===== config.mk =====
export PLATFORM = sky130hd
export DESIGN_NAME = mps_pin_mux
export DESIGN_NICKNAME = d
export VERILOG_FILES = /design/src/rtl/mps_pkg.sv /design/src/rtl/mps_pin_mux.sv
export SDC_FILE = /design/constraint.sdc
export NUM_CORES = 1
export LEC_CHECK = 0
export ABC_CLOCK_PERIOD_IN_PS = 4100
export BUFFER_PORTS_ARGS = -buffer_cell sky130_fd_sc_hd__buf_4
export CORE_AREA = 3 3 111 113
export DETAILED_ROUTE_END_ITERATION = 16
export DIE_AREA = 0 0 114 116
export GPL_ROUTABILITY_DRIVEN = 0
export PLACE_DENSITY = 0.71
export RECOVER_POWER = 25
export SYNTH_ARGS = -nofsm -noshare
export SYNTH_HDL_FRONTEND = slang
export SYNTH_SLANG_ARGS = --single-unit
export TNS_END_PERCENT = 20

===== constraint.sdc =====
create_clock -name clk_in -period 4.1 [get_ports clk_in]
set_clock_uncertainty 0.05 [all_clocks]
set_input_delay 0.205 -clock clk_in [delete_from_list [all_inputs] [get_ports clk_in]]
set_output_delay 0.205 -clock clk_in [all_outputs]
set_load 0.03 [all_outputs]

===== src/rtl/mps_pkg.sv =====
// Shared constants and carrier types for the multipurpose pin sharing block
package mps_pkg;

   // ------------------------------------------------------------------
   // Pin indices on the shared pad vector
   // ------------------------------------------------------------------
   localparam int NPIN   = 22;
   localparam int P_MOSI = 0;
   localparam int P_TX0  = 1;
   localparam int P_RX0  = 2;
   localparam int P_T2A  = 3;
   localparam int P_T2B  = 4;
   localparam int P_SDA  = 5;
   localparam int P_SCL  = 6;
   localparam int P_CF1  = 7;
   localparam int P_CF2  = 8;
   localparam int P_TMS  = 9;
   localparam int P_TCK  = 10;
   localparam int P_TDI  = 11;
   localparam int P_TDO  = 12;
   localparam int P_TBB  = 13;
   localparam int P_TBA  = 14;
   localparam int P_RX1  = 15;
   localparam int P_TX1  = 16;
   localparam int P_RST  = 17;
   localparam int P_MD0P = 18;
   localparam int P_SSEL = 19;
   localparam int P_SCLK = 20;
   localparam int P_MISO = 21;

   // ------------------------------------------------------------------
   // Register map and fields
   // ------------------------------------------------------------------
   localparam logic [7:0]  REG_CTRL      = 8'h00;
   localparam logic [7:0]  REG_OWNER     = 8'h04;
   localparam logic [7:0]  REG_CONFLICT  = 8'h08;
   localparam int          CTRL_RST_DIS  = 0;
   localparam int          CTRL_CLK_OUT  = 1;
   localparam logic [1:0]  CTRL_RESET    = 2'h0;
   localparam logic [1:0]  RESP_OKAY     = 2'h0;
   localparam logic [1:0]  RESP_SLVERR   = 2'h2;

   // ------------------------------------------------------------------
   // Carriers
   // ------------------------------------------------------------------
   typedef struct packed {
      logic md0_en;
      logic md1_en;
      logic md2_en;
      logic spi_en;
      logic i2c_en;
      logic jtag_en;
      logic sqw_en;
      logic pulse1_en;
      logic pulse2_en;
      logic ser0_tx_busy;
      logic ser1_tx_busy;
      logic ser0_rx_en;
      logic ser1_rx_en;
      logic tmr2_out_en;
      logic tmrb_a_out_en;
      logic tmrb_b_out_en;
   } mps_en_t;

   typedef struct packed {
      logic spi_mosi;
      logic spi_sclk;
      logic spi_ssel;
      logic sda_low;
      logic scl_low;
      logic serial0_tx;
      logic serial1_tx;
      logic pulse_out_1;
      logic pulse_out_2;
      logic tdo;
      logic tdo_oe;
      logic square_wave_out;
      logic timer2_primary_pin;
      logic timer2_secondary_pin;
      logic timerb_pin_a;
      logic timerb_pin_b;
      logic sysclk_level;
   } mps_drv_t;

endpackage


===== src/rtl/mps_pin_mux.sv =====
// Multipurpose pin sharing with an AXI4-Lite control slave
//
// The AXI4-Lite register port and the register addresses were left to the implementer.
`timescale 1ns/1ps
`default_nettype none
module mps_pin_mux
   import mps_pkg::*;
#(
   parameter int ADDR_W = 8
) (
   // Clock and reset
   input  wire logic              clk_in,
   input  wire logic              rst_in,
   // Peripheral enables and drive values
   input  wire mps_en_t           en_in,
   input  wire mps_drv_t          drv_in,
   // Port function
   input  wire logic [NPIN-1:0]   port_out_in,
   input  wire logic [NPIN-1:0]   port_oe_in,
   output logic      [NPIN-1:0]   port_in_out,
   // Pads
   input  wire logic [NPIN-1:0]   pad_in,
   output logic      [NPIN-1:0]   pad_out,
   output logic      [NPIN-1:0]   pad_oe_out,
   // Inputs towards peripherals
   output logic      [NPIN-1:0]   pin_in_out,
   output logic                   serial0_rx_out,
   output logic                   serial1_rx_out,
   output logic                   device_reset_out,
   output logic                   spi_usable_out,
   // AXI4-Lite slave
   input  wire logic [ADDR_W-1:0] s_axi_awaddr,
   input  wire logic              s_axi_awvalid,
   output logic                   s_axi_awready,
   input  wire logic [31:0]       s_axi_wdata,
   input  wire logic [3:0]        s_axi_wstrb,
   input  wire logic              s_axi_wvalid,
   output logic                   s_axi_wready,
   output logic      [1:0]        s_axi_bresp,
   output logic                   s_axi_bvalid,
   input  wire logic              s_axi_bready,
   input  wire logic [ADDR_W-1:0] s_axi_araddr,
   input  wire logic              s_axi_arvalid,
   output logic                   s_axi_arready,
   output logic      [31:0]       s_axi_rdata,
   output logic      [1:0]        s_axi_rresp,
   output logic                   s_axi_rvalid,
   input  wire logic              s_axi_rready
);

   if (ADDR_W < 4 || ADDR_W > 8) begin : g_bad_addr
      $error("ADDR_W must be 4 to 8");
   end

   // ------------------------------------------------------------------
   // Register slave
   // ------------------------------------------------------------------
   logic [1:0]        ctrl;
   logic [NPIN-1:0]   own;
   logic [NPIN-1:0]   conflict;
   logic [ADDR_W-1:0] aw_addr;
   logic [31:0]       w_data;
   logic              w_strb0;
   logic [1:0]        next_ctrl;
   logic [ADDR_W-1:0] next_aw_addr;
   logic [31:0]       next_w_data;
   logic              next_w_strb0;
   logic              next_awready;
   logic              next_wready;
   logic              next_bvalid;
   logic [1:0]        next_bresp;
   logic              next_arready;
   logic              next_rvalid;
   logic [31:0]       next_rdata;
   logic [1:0]        next_rresp;

   always_comb begin
      next_ctrl    = ctrl;
      next_aw_addr = aw_addr;
      next_w_data  = w_data;
      next_w_strb0 = w_strb0;
      next_awready = s_axi_awready;
      next_wready  = s_axi_wready;
      next_bvalid  = s_axi_bvalid;
      next_bresp   = s_axi_bresp;
      next_arready = s_axi_arready;
      next_rvalid  = s_axi_rvalid;
      next_rdata   = s_axi_rdata;
      next_rresp   = s_axi_rresp;
      if (s_axi_awvalid && s_axi_awready) begin
         next_aw_addr = s_axi_awaddr;
         next_awready = 1'b0;
      end
      if (s_axi_wvalid && s_axi_wready) begin
         next_w_data  = s_axi_wdata;
         next_w_strb0 = s_axi_wstrb[0];
         next_wready  = 1'b0;
      end
      if (!s_axi_awready && !s_axi_wready && !s_axi_bvalid) begin
         next_bvalid = 1'b1;
         next_bresp  = RESP_OKAY;
         if (aw_addr[ADDR_W-1:2] == REG_CTRL[ADDR_W-1:2]) begin
            if (w_strb0) begin
               next_ctrl = w_data[1:0];
            end
         end else if (aw_addr[ADDR_W-1:2] == REG_OWNER[ADDR_W-1:2]) begin
            next_bresp = RESP_OKAY;
         end else if (aw_addr[ADDR_W-1:2] == REG_CONFLICT[ADDR_W-1:2]) begin
            next_bresp = RESP_OKAY;
         end else begin
            next_bresp = RESP_SLVERR;
         end
      end
      if (s_axi_bvalid && s_axi_bready) begin
         next_bvalid  = 1'b0;
         next_awready = 1'b1;
         next_wready  = 1'b1;
      end
      if (s_axi_arvalid && s_axi_arready) begin
         next_arready = 1'b0;
         next_rvalid  = 1'b1;
         next_rresp   = RESP_OKAY;
         if (s_axi_araddr[ADDR_W-1:2] == REG_CTRL[ADDR_W-1:2]) begin
            next_rdata = {30'h0, ctrl};
         end else if (s_axi_araddr[ADDR_W-1:2] == REG_OWNER[ADDR_W-1:2]) begin
            next_rdata = {10'h0, own};
         end else if (s_axi_araddr[ADDR_W-1:2] == REG_CONFLICT[ADDR_W-1:2]) begin
            next_rdata = {10'h0, conflict};
         end else begin
            next_rdata = 32'h0;
            next_rresp = RESP_SLVERR;
         end
      end
      if (s_axi_rvalid && s_axi_rready) begin
         next_rvalid  = 1'b0;
         next_arready = 1'b1;
      end
   end

   always_ff @(posedge clk_in or posedge rst_in) begin
      if (rst_in) begin
         ctrl          <= CTRL_RESET;
         aw_addr       <= '0;
         w_data        <= 32'h0;
         w_strb0       <= 1'b0;
         s_axi_awready <= 1'b1;
         s_axi_wready  <= 1'b1;
         s_axi_bvalid  <= 1'b0;
         s_axi_bresp   <= RESP_OKAY;
         s_axi_arready <= 1'b1;
         s_axi_rvalid  <= 1'b0;
         s_axi_rdata   <= 32'h0;
         s_axi_rresp   <= RESP_OKAY;
      end else begin
         ctrl          <= next_ctrl;
         aw_addr       <= next_aw_addr;
         w_data        <= next_w_data;
         w_strb0       <= next_w_strb0;
         s_axi_awready <= next_awready;
         s_axi_wready  <= next_wready;
         s_axi_bvalid  <= next_bvalid;
         s_axi_bresp   <= next_bresp;
         s_axi_arready <= next_arready;
         s_axi_rvalid  <= next_rvalid;
         s_axi_rdata   <= next_rdata;
         s_axi_rresp   <= next_rresp;
      end
   end

   // ------------------------------------------------------------------
   // Pin ownership by fixed priority
   // ------------------------------------------------------------------
   logic [NPIN-1:0] p_own;
   logic [NPIN-1:0] p_val;
   logic [NPIN-1:0] p_oe;
   logic [NPIN-1:0] p_conf;
   logic [NPIN-1:0] next_pad_out;
   logic [NPIN-1:0] next_pad_oe;
   logic [NPIN-1:0] next_port_in;
   logic            clk_out_en;

   assign clk_out_en = ctrl[CTRL_CLK_OUT];

   always_comb begin
      p_own  = '0;
      p_val  = '0;
      p_oe   = '0;
      p_conf = '0;
      // Decoder inputs win over SPI; input-only owners drive nothing
      p_own[P_MOSI] = en_in.md2_en | en_in.spi_en;
      p_val[P_MOSI] = drv_in.spi_mosi;
      p_oe[P_MOSI]  = en_in.spi_en & ~en_in.md2_en;
      p_conf[P_MOSI] = en_in.md2_en & en_in.spi_en;
      p_own[P_TX0]  = en_in.ser0_tx_busy;
      p_val[P_TX0]  = drv_in.serial0_tx;
      p_oe[P_TX0]   = en_in.ser0_tx_busy;
      p_own[P_TX1]  = en_in.ser1_tx_busy;
      p_val[P_TX1]  = drv_in.serial1_tx;
      p_oe[P_TX1]   = en_in.ser1_tx_busy;
      p_own[P_T2A]  = en_in.md1_en | en_in.tmr2_out_en;
      p_val[P_T2A]  = drv_in.timer2_primary_pin;
      p_oe[P_T2A]   = en_in.tmr2_out_en & ~en_in.md1_en;
      p_conf[P_T2A] = en_in.md1_en & en_in.tmr2_out_en;
      p_own[P_T2B]  = en_in.md1_en | en_in.tmr2_out_en;
      p_val[P_T2B]  = drv_in.timer2_secondary_pin;
      p_oe[P_T2B]   = en_in.tmr2_out_en & ~en_in.md1_en;
      p_conf[P_T2B] = en_in.md1_en & en_in.tmr2_out_en;
      // Two-wire bus pins are open drain: drive low only
      p_own[P_SDA]  = en_in.i2c_en;
      p_oe[P_SDA]   = en_in.i2c_en & drv_in.sda_low;
      p_own[P_SCL]  = en_in.i2c_en;
      p_oe[P_SCL]   = en_in.i2c_en & drv_in.scl_low;
      p_own[P_CF1]  = en_in.pulse1_en;
      p_val[P_CF1]  = drv_in.pulse_out_1;
      p_oe[P_CF1]   = en_in.pulse1_en;
      p_own[P_CF2]  = en_in.pulse2_en;
      p_val[P_CF2]  = drv_in.pulse_out_2;
      p_oe[P_CF2]   = en_in.pulse2_en;
      p_own[P_TMS]  = en_in.jtag_en;
      p_own[P_TCK]  = en_in.jtag_en;
      p_own[P_TDI]  = en_in.jtag_en;
      p_own[P_TDO]  = en_in.jtag_en | en_in.sqw_en;
      p_val[P_TDO]  = en_in.jtag_en ? drv_in.tdo : drv_in.square_wave_out;
      p_oe[P_TDO]   = en_in.jtag_en ? drv_in.tdo_oe : en_in.sqw_en;
      p_conf[P_TDO] = en_in.jtag_en & en_in.sqw_en;
      p_own[P_TBB]  = en_in.tmrb_b_out_en;
      p_val[P_TBB]  = drv_in.timerb_pin_b;
      p_oe[P_TBB]   = en_in.tmrb_b_out_en;
      p_own[P_TBA]  = en_in.tmrb_a_out_en;
      p_val[P_TBA]  = drv_in.timerb_pin_a;
      p_oe[P_TBA]   = en_in.tmrb_a_out_en;
      p_own[P_MD0P] = en_in.md0_en;
      p_own[P_SSEL] = en_in.md0_en | en_in.spi_en;
      p_val[P_SSEL] = drv_in.spi_ssel;
      p_oe[P_SSEL]  = en_in.spi_en & ~en_in.md0_en;
      p_conf[P_SSEL] = en_in.md0_en & en_in.spi_en;
      p_own[P_SCLK] = clk_out_en | en_in.spi_en;
      p_val[P_SCLK] = clk_out_en ? drv_in.sysclk_level : drv_in.spi_sclk;
      p_oe[P_SCLK]  = 1'b1;
      p_conf[P_SCLK] = clk_out_en & en_in.spi_en;
      p_own[P_MISO] = en_in.md2_en | en_in.spi_en;
      p_conf[P_MISO] = en_in.md2_en & en_in.spi_en;
   end

   // One driver per pin: peripheral when owned, else the port
   for (genvar i = 0; i < NPIN; i++) begin : g_pin
      assign next_pad_out[i] = p_own[i] ? p_val[i] : port_out_in[i];
      assign next_pad_oe[i]  = p_own[i] ? p_oe[i]  : port_oe_in[i];
      assign next_port_in[i] = (i >= P_TMS && i <= P_TDO && en_in.jtag_en) ? 1'b0 : pad_in[i];
   end

   always_ff @(posedge clk_in or posedge rst_in) begin
      if (rst_in) begin
         pad_out          <= '0;
         pad_oe_out       <= '0;
         port_in_out      <= '0;
         pin_in_out       <= '0;
         own              <= '0;
         conflict         <= '0;
         serial0_rx_out   <= 1'b1;
         serial1_rx_out   <= 1'b1;
         device_reset_out <= 1'b0;
         spi_usable_out   <= 1'b0;
      end else begin
         pad_out          <= next_pad_out;
         pad_oe_out       <= next_pad_oe;
         port_in_out      <= next_port_in;
         pin_in_out       <= pad_in;
         own              <= p_own;
         conflict         <= p_conf;
         serial0_rx_out   <= en_in.ser0_rx_en ? pad_in[P_RX0] : 1'b1;
         serial1_rx_out   <= en_in.ser1_rx_en ? pad_in[P_RX1] : 1'b1;
         device_reset_out <= ~pad_in[P_RST] & ~ctrl[CTRL_RST_DIS];
         spi_usable_out   <= en_in.spi_en & ~clk_out_en & ~en_in.md0_en & ~en_in.md2_en;
      end
   end

   // ------------------------------------------------------------------
   // Checks
   // ------------------------------------------------------------------
   chk_tx_drive_busy: assert property (@(posedge clk_in) disable iff (rst_in)
      en_in.ser0_tx_busy |=> pad_oe_out[P_TX0] && pad_out[P_TX0] == $past(drv_in.serial0_tx))
      else $error("serial transmit not on pin while busy");
   chk_tx_idle_port: assert property (@(posedge clk_in) disable iff (rst_in)
      !en_in.ser1_tx_busy |=> pad_oe_out[P_TX1] == $past(port_oe_in[P_TX1]))
      else $error("port lost transmit pin while idle");
   chk_rx_gated_off: assert property (@(posedge clk_in) disable iff (rst_in)
      !en_in.ser0_rx_en |=> serial0_rx_out)
      else $error("receive path active while disabled");
   chk_pulse_owns_pin: assert property (@(posedge clk_in) disable iff (rst_in)
      en_in.pulse1_en |=> pad_oe_out[P_CF1] && pad_out[P_CF1] == $past(drv_in.pulse_out_1))
      else $error("pulse output not driving its pin");
   chk_jtag_port_blocked: assert property (@(posedge clk_in) disable iff (rst_in)
      en_in.jtag_en |=> port_in_out[P_TDO:P_TMS] == 4'h0 && pad_oe_out[P_TMS] == 1'b0)
      else $error("port still uses test pins");
   chk_sqw_blocked: assert property (@(posedge clk_in) disable iff (rst_in)
      en_in.jtag_en && en_in.sqw_en |=> pad_out[P_TDO] == $past(drv_in.tdo))
      else $error("square wave reached test data pin");
   chk_reset_pin_low: assert property (@(posedge clk_in) disable iff (rst_in)
      !pad_in[P_RST] && !ctrl[CTRL_RST_DIS] |=> device_reset_out)
      else $error("low reset pin did not reset");
   chk_reset_disabled: assert property (@(posedge clk_in) disable iff (rst_in)
      ctrl[CTRL_RST_DIS] |=> !device_reset_out)
      else $error("reset taken while pin reset disabled");
   chk_clk_out_pin: assert property (@(posedge clk_in) disable iff (rst_in)
      clk_out_en |=> pad_out[P_SCLK] == $past(drv_in.sysclk_level) && !spi_usable_out)
      else $error("clock output not on shared pin");
   chk_one_driver_mosi: assert property (@(posedge clk_in) disable iff (rst_in)
      en_in.md2_en && en_in.spi_en |=> !pad_oe_out[P_MOSI] && conflict[P_MOSI])
      else $error("two drivers on shared pin");

endmodule
`default_nettype wire


==> results_dict.tcl <==
set metrics [dict create \
    routed_wl_um 13400 \
    core_area_um2 11400 \
    overflow 0 \
    final_nets 825 \
    fin_tns_setup_ns 0 \
    cp_max_fo 49 \
    htree_levels 4 \
    io_pins 291 \
    worstSkewPairLatency_ns 0.41 \
    worst_setup_path_end_kind "async pin" \
    synth.distinct_cells 29 \
    hold_path.class "in2reg" \
    slew-limit-headroom_pct 0.0632 \
    finalHoldViolCount 0 \
    synth-main-ff-cell "dfrtp_1" \
    min-delay-start "port_oe_in[12]" \
    ir_drop_v 0.000377 \
    fmax_mhz 497 \
    worstMarginPinSlew_ns 1.49 \
    finalWorstSetupSlack_ns 2.09 \
    cts_sinks 126 \
    violations "max-capacitance violations" \
    crit_path_start_kind "primary input" \
    drt_iter0_drc 149 \
    antenna_found_initial 0 \
    io_buffers 238 \
    critPathRequiredTime_ns 4.53 \
    route.detailed.drc 0 \
    hpwl_um 8370 \
    cts_buffers 17 \
    yosys.area.top_type "dfrtp_1" \
    fin_area_um2 7900 \
    ys_seq_elements 126 \
    clockBufferDepth 2 \
    rows 39 \
    reg2reg_from "s_axi_arready$_DFFE_PP1P_" \
    period_share_pct 49.1 \
    finalPower_mw 3.86 \
    syn_area_um2 4460 \
    die_h_um 116 \
    cap_violations 1 \
    critPathLaunch "rst_in" \
    post-place-ws_ns 2.50 \
    synth_cells 326 \
    dr.pass1.iters 4 \
    grt_max_degree 50 \
    initial_core_util_pct 39.0 \
    finalCriticalPeriod_ns 2.01 \
    clkTransAtPathRegs_ns 0.05 \
    ys_async_sr_fraction_pct 100 \
    cp_slowest_cell "clkinvlp_2" \
    avgSynthCellArea_um2 13.7 \
    wl_per_cell_um 16.3 \
    cts_tree "done" \
    synth_top_cells_by_area "dfrtp_1 68%, buf_4 6.2%, mux2_2 5.8%, nand2_1 3.0%, dfstp_2 2.9%" \
    status "finished with violations" \
    placed_area_um2 6190 \
    critPathKind "in2async" \
    p_leak_nw 3.82 \
    synth.top_cell.area_share_pct 67.9 \
    max_stage_delay_ns 0.85 \
    globalRouteTotalUtil_pct 20.6 \
    area.growth.synth_to_final_pct 77.1 \
    cts_resized 0 \
    rsz0062_at_grt "false" \
    postCtsSetupBuffers 0 \
    final_cell_mix "198 x buf_4, 121 x dfrtp_1, 110 x dlygate4sd3_1" \
    antenna_cells 0 \
    final_layout_size_suffix_gt1_share_pct 44.1 \
    grt_pass1_vias 4049 \
    die_x_um 114 \
    cts_root_buf "clkbuf_16" \
    yosysWarnings 0 \
    final_common_cell "buf_4" \
    synth_edf_count 0 \
    crit_chain "dlygate4sd3_1 > clkbuf_4 > clkinvlp_2 > buf_4" \
    setup_viol 0 \
    yosysSeqAreaShare_pct 70.9 \
    powerDensity_nw_per_um2 489 \
    maxSlewViolCount 0 \
    ctsHoldBuffers 110 \
    die-area_um2 13200 \
    antenna_left 0 \
    arrival_ns 2.44 \
    grt_pass1_wl_um 20600 \
    vias 3658 \
    vias_per_cell 4.44 \
]
metal layers:
metal | global-route usage [%] | part of all wire (%) | vias to the layer above
met5 | 0 | 0 | -
met4 | 8.47 | 2.3 | 0
met3 | 8.46 | 9.7 | 28
met2 | 36.9 | 53 | 207
met1 | 21.5 | 35 | 1728
li1 | - | - | 1695
stage by stage:
step,instances,hold WS (ns),util (%)
2_1_floorplan,340,0.186,-
3_3_place_gp,681,0.188,54.3
3_5_place_dp,681,0.191,54.3
4_1_cts,823,0.0116,69.6
5_1_grt,823,0.0382,69.2
6_report,823,0.0479,69.2
critical path, delay by kind of cell:
family / cells / cell delay [ns]
buf+inv: 4 / 2.18
cell families (layout without fill, tap and decap cells):
group / Yosys count / count (layout) / synth area share [%]
AO/OA/AOI/OAI: 30 / 30 / 3.93
buffers and inverters: 49 / 389 / 7.30
flip-flops: 126 / 126 / 70.9
multiplexers: 28 / 28 / 6.93
other: 1 / 15 / 0.0841
AND/OR/NAND/NOR: 92 / 92 / 10.9
area by class of cell:
class	count	area [µm²]
fill	773	3520
sequential	126	3160
timing repair buffer	350	2860
multi-input combinational	165	1030
clock buffer	20	457
clock inverter	12	190
tap	143	179
inverter	7	27.5
state kept, by name, indices dropped and copies added, names as in the netlist, 2 cells and up:
register,count
pad_out,22
aw_addr,6
ctrl,2
w_data,2
own,14
pin_in_out,22
pad_oe_out,22
s_axi_rdata,15
port_in_out,4
conflict,5
cells in the mapped netlist, types with 4 or more instances:
library cell and n:
or2_2 9, buf_4 37, dfrtp_1 121, o21ai_0 20
dfstp_2 5, nor2b_1 15, nand2_1 36, mux2i_1 5
inv_1 7, a22oi_1 4, nor2_1 15, and2_1 8
mux2_2 23
power breakdown:
group,internal (mW),total [mW],switching (mW)
logic,0.356,0.753,0.396
clock network,1.10,1.62,0.520
registers,1.39,1.49,0.0922
total,2.85,3.86,1.01
path summary, 6_finish.rpt:
check | end | cells after the start | slack [ns]
max in group clk_in | pad_out[19]$_DFF_PP0_ | 5 | 2.13
min in group asynchronous | pad_out[11]$_DFF_PP0_ | 3 | 0.65
worst min-delay path | pad_oe_out[12]$_DFF_PP0_ | 3 | 0.05
worst max register to register | s_axi_rdata[1]$_DFFE_PP0P_ | 3 | 2.53
worst min register to register | s_axi_rdata[8]$_DFFE_PP0P_ | 2 | 0.43
worst max-delay path | pin_in_out[16]$_DFF_PP0_ | 4 | 2.09
No activity file was read; power rests on OpenSTA's default activity.
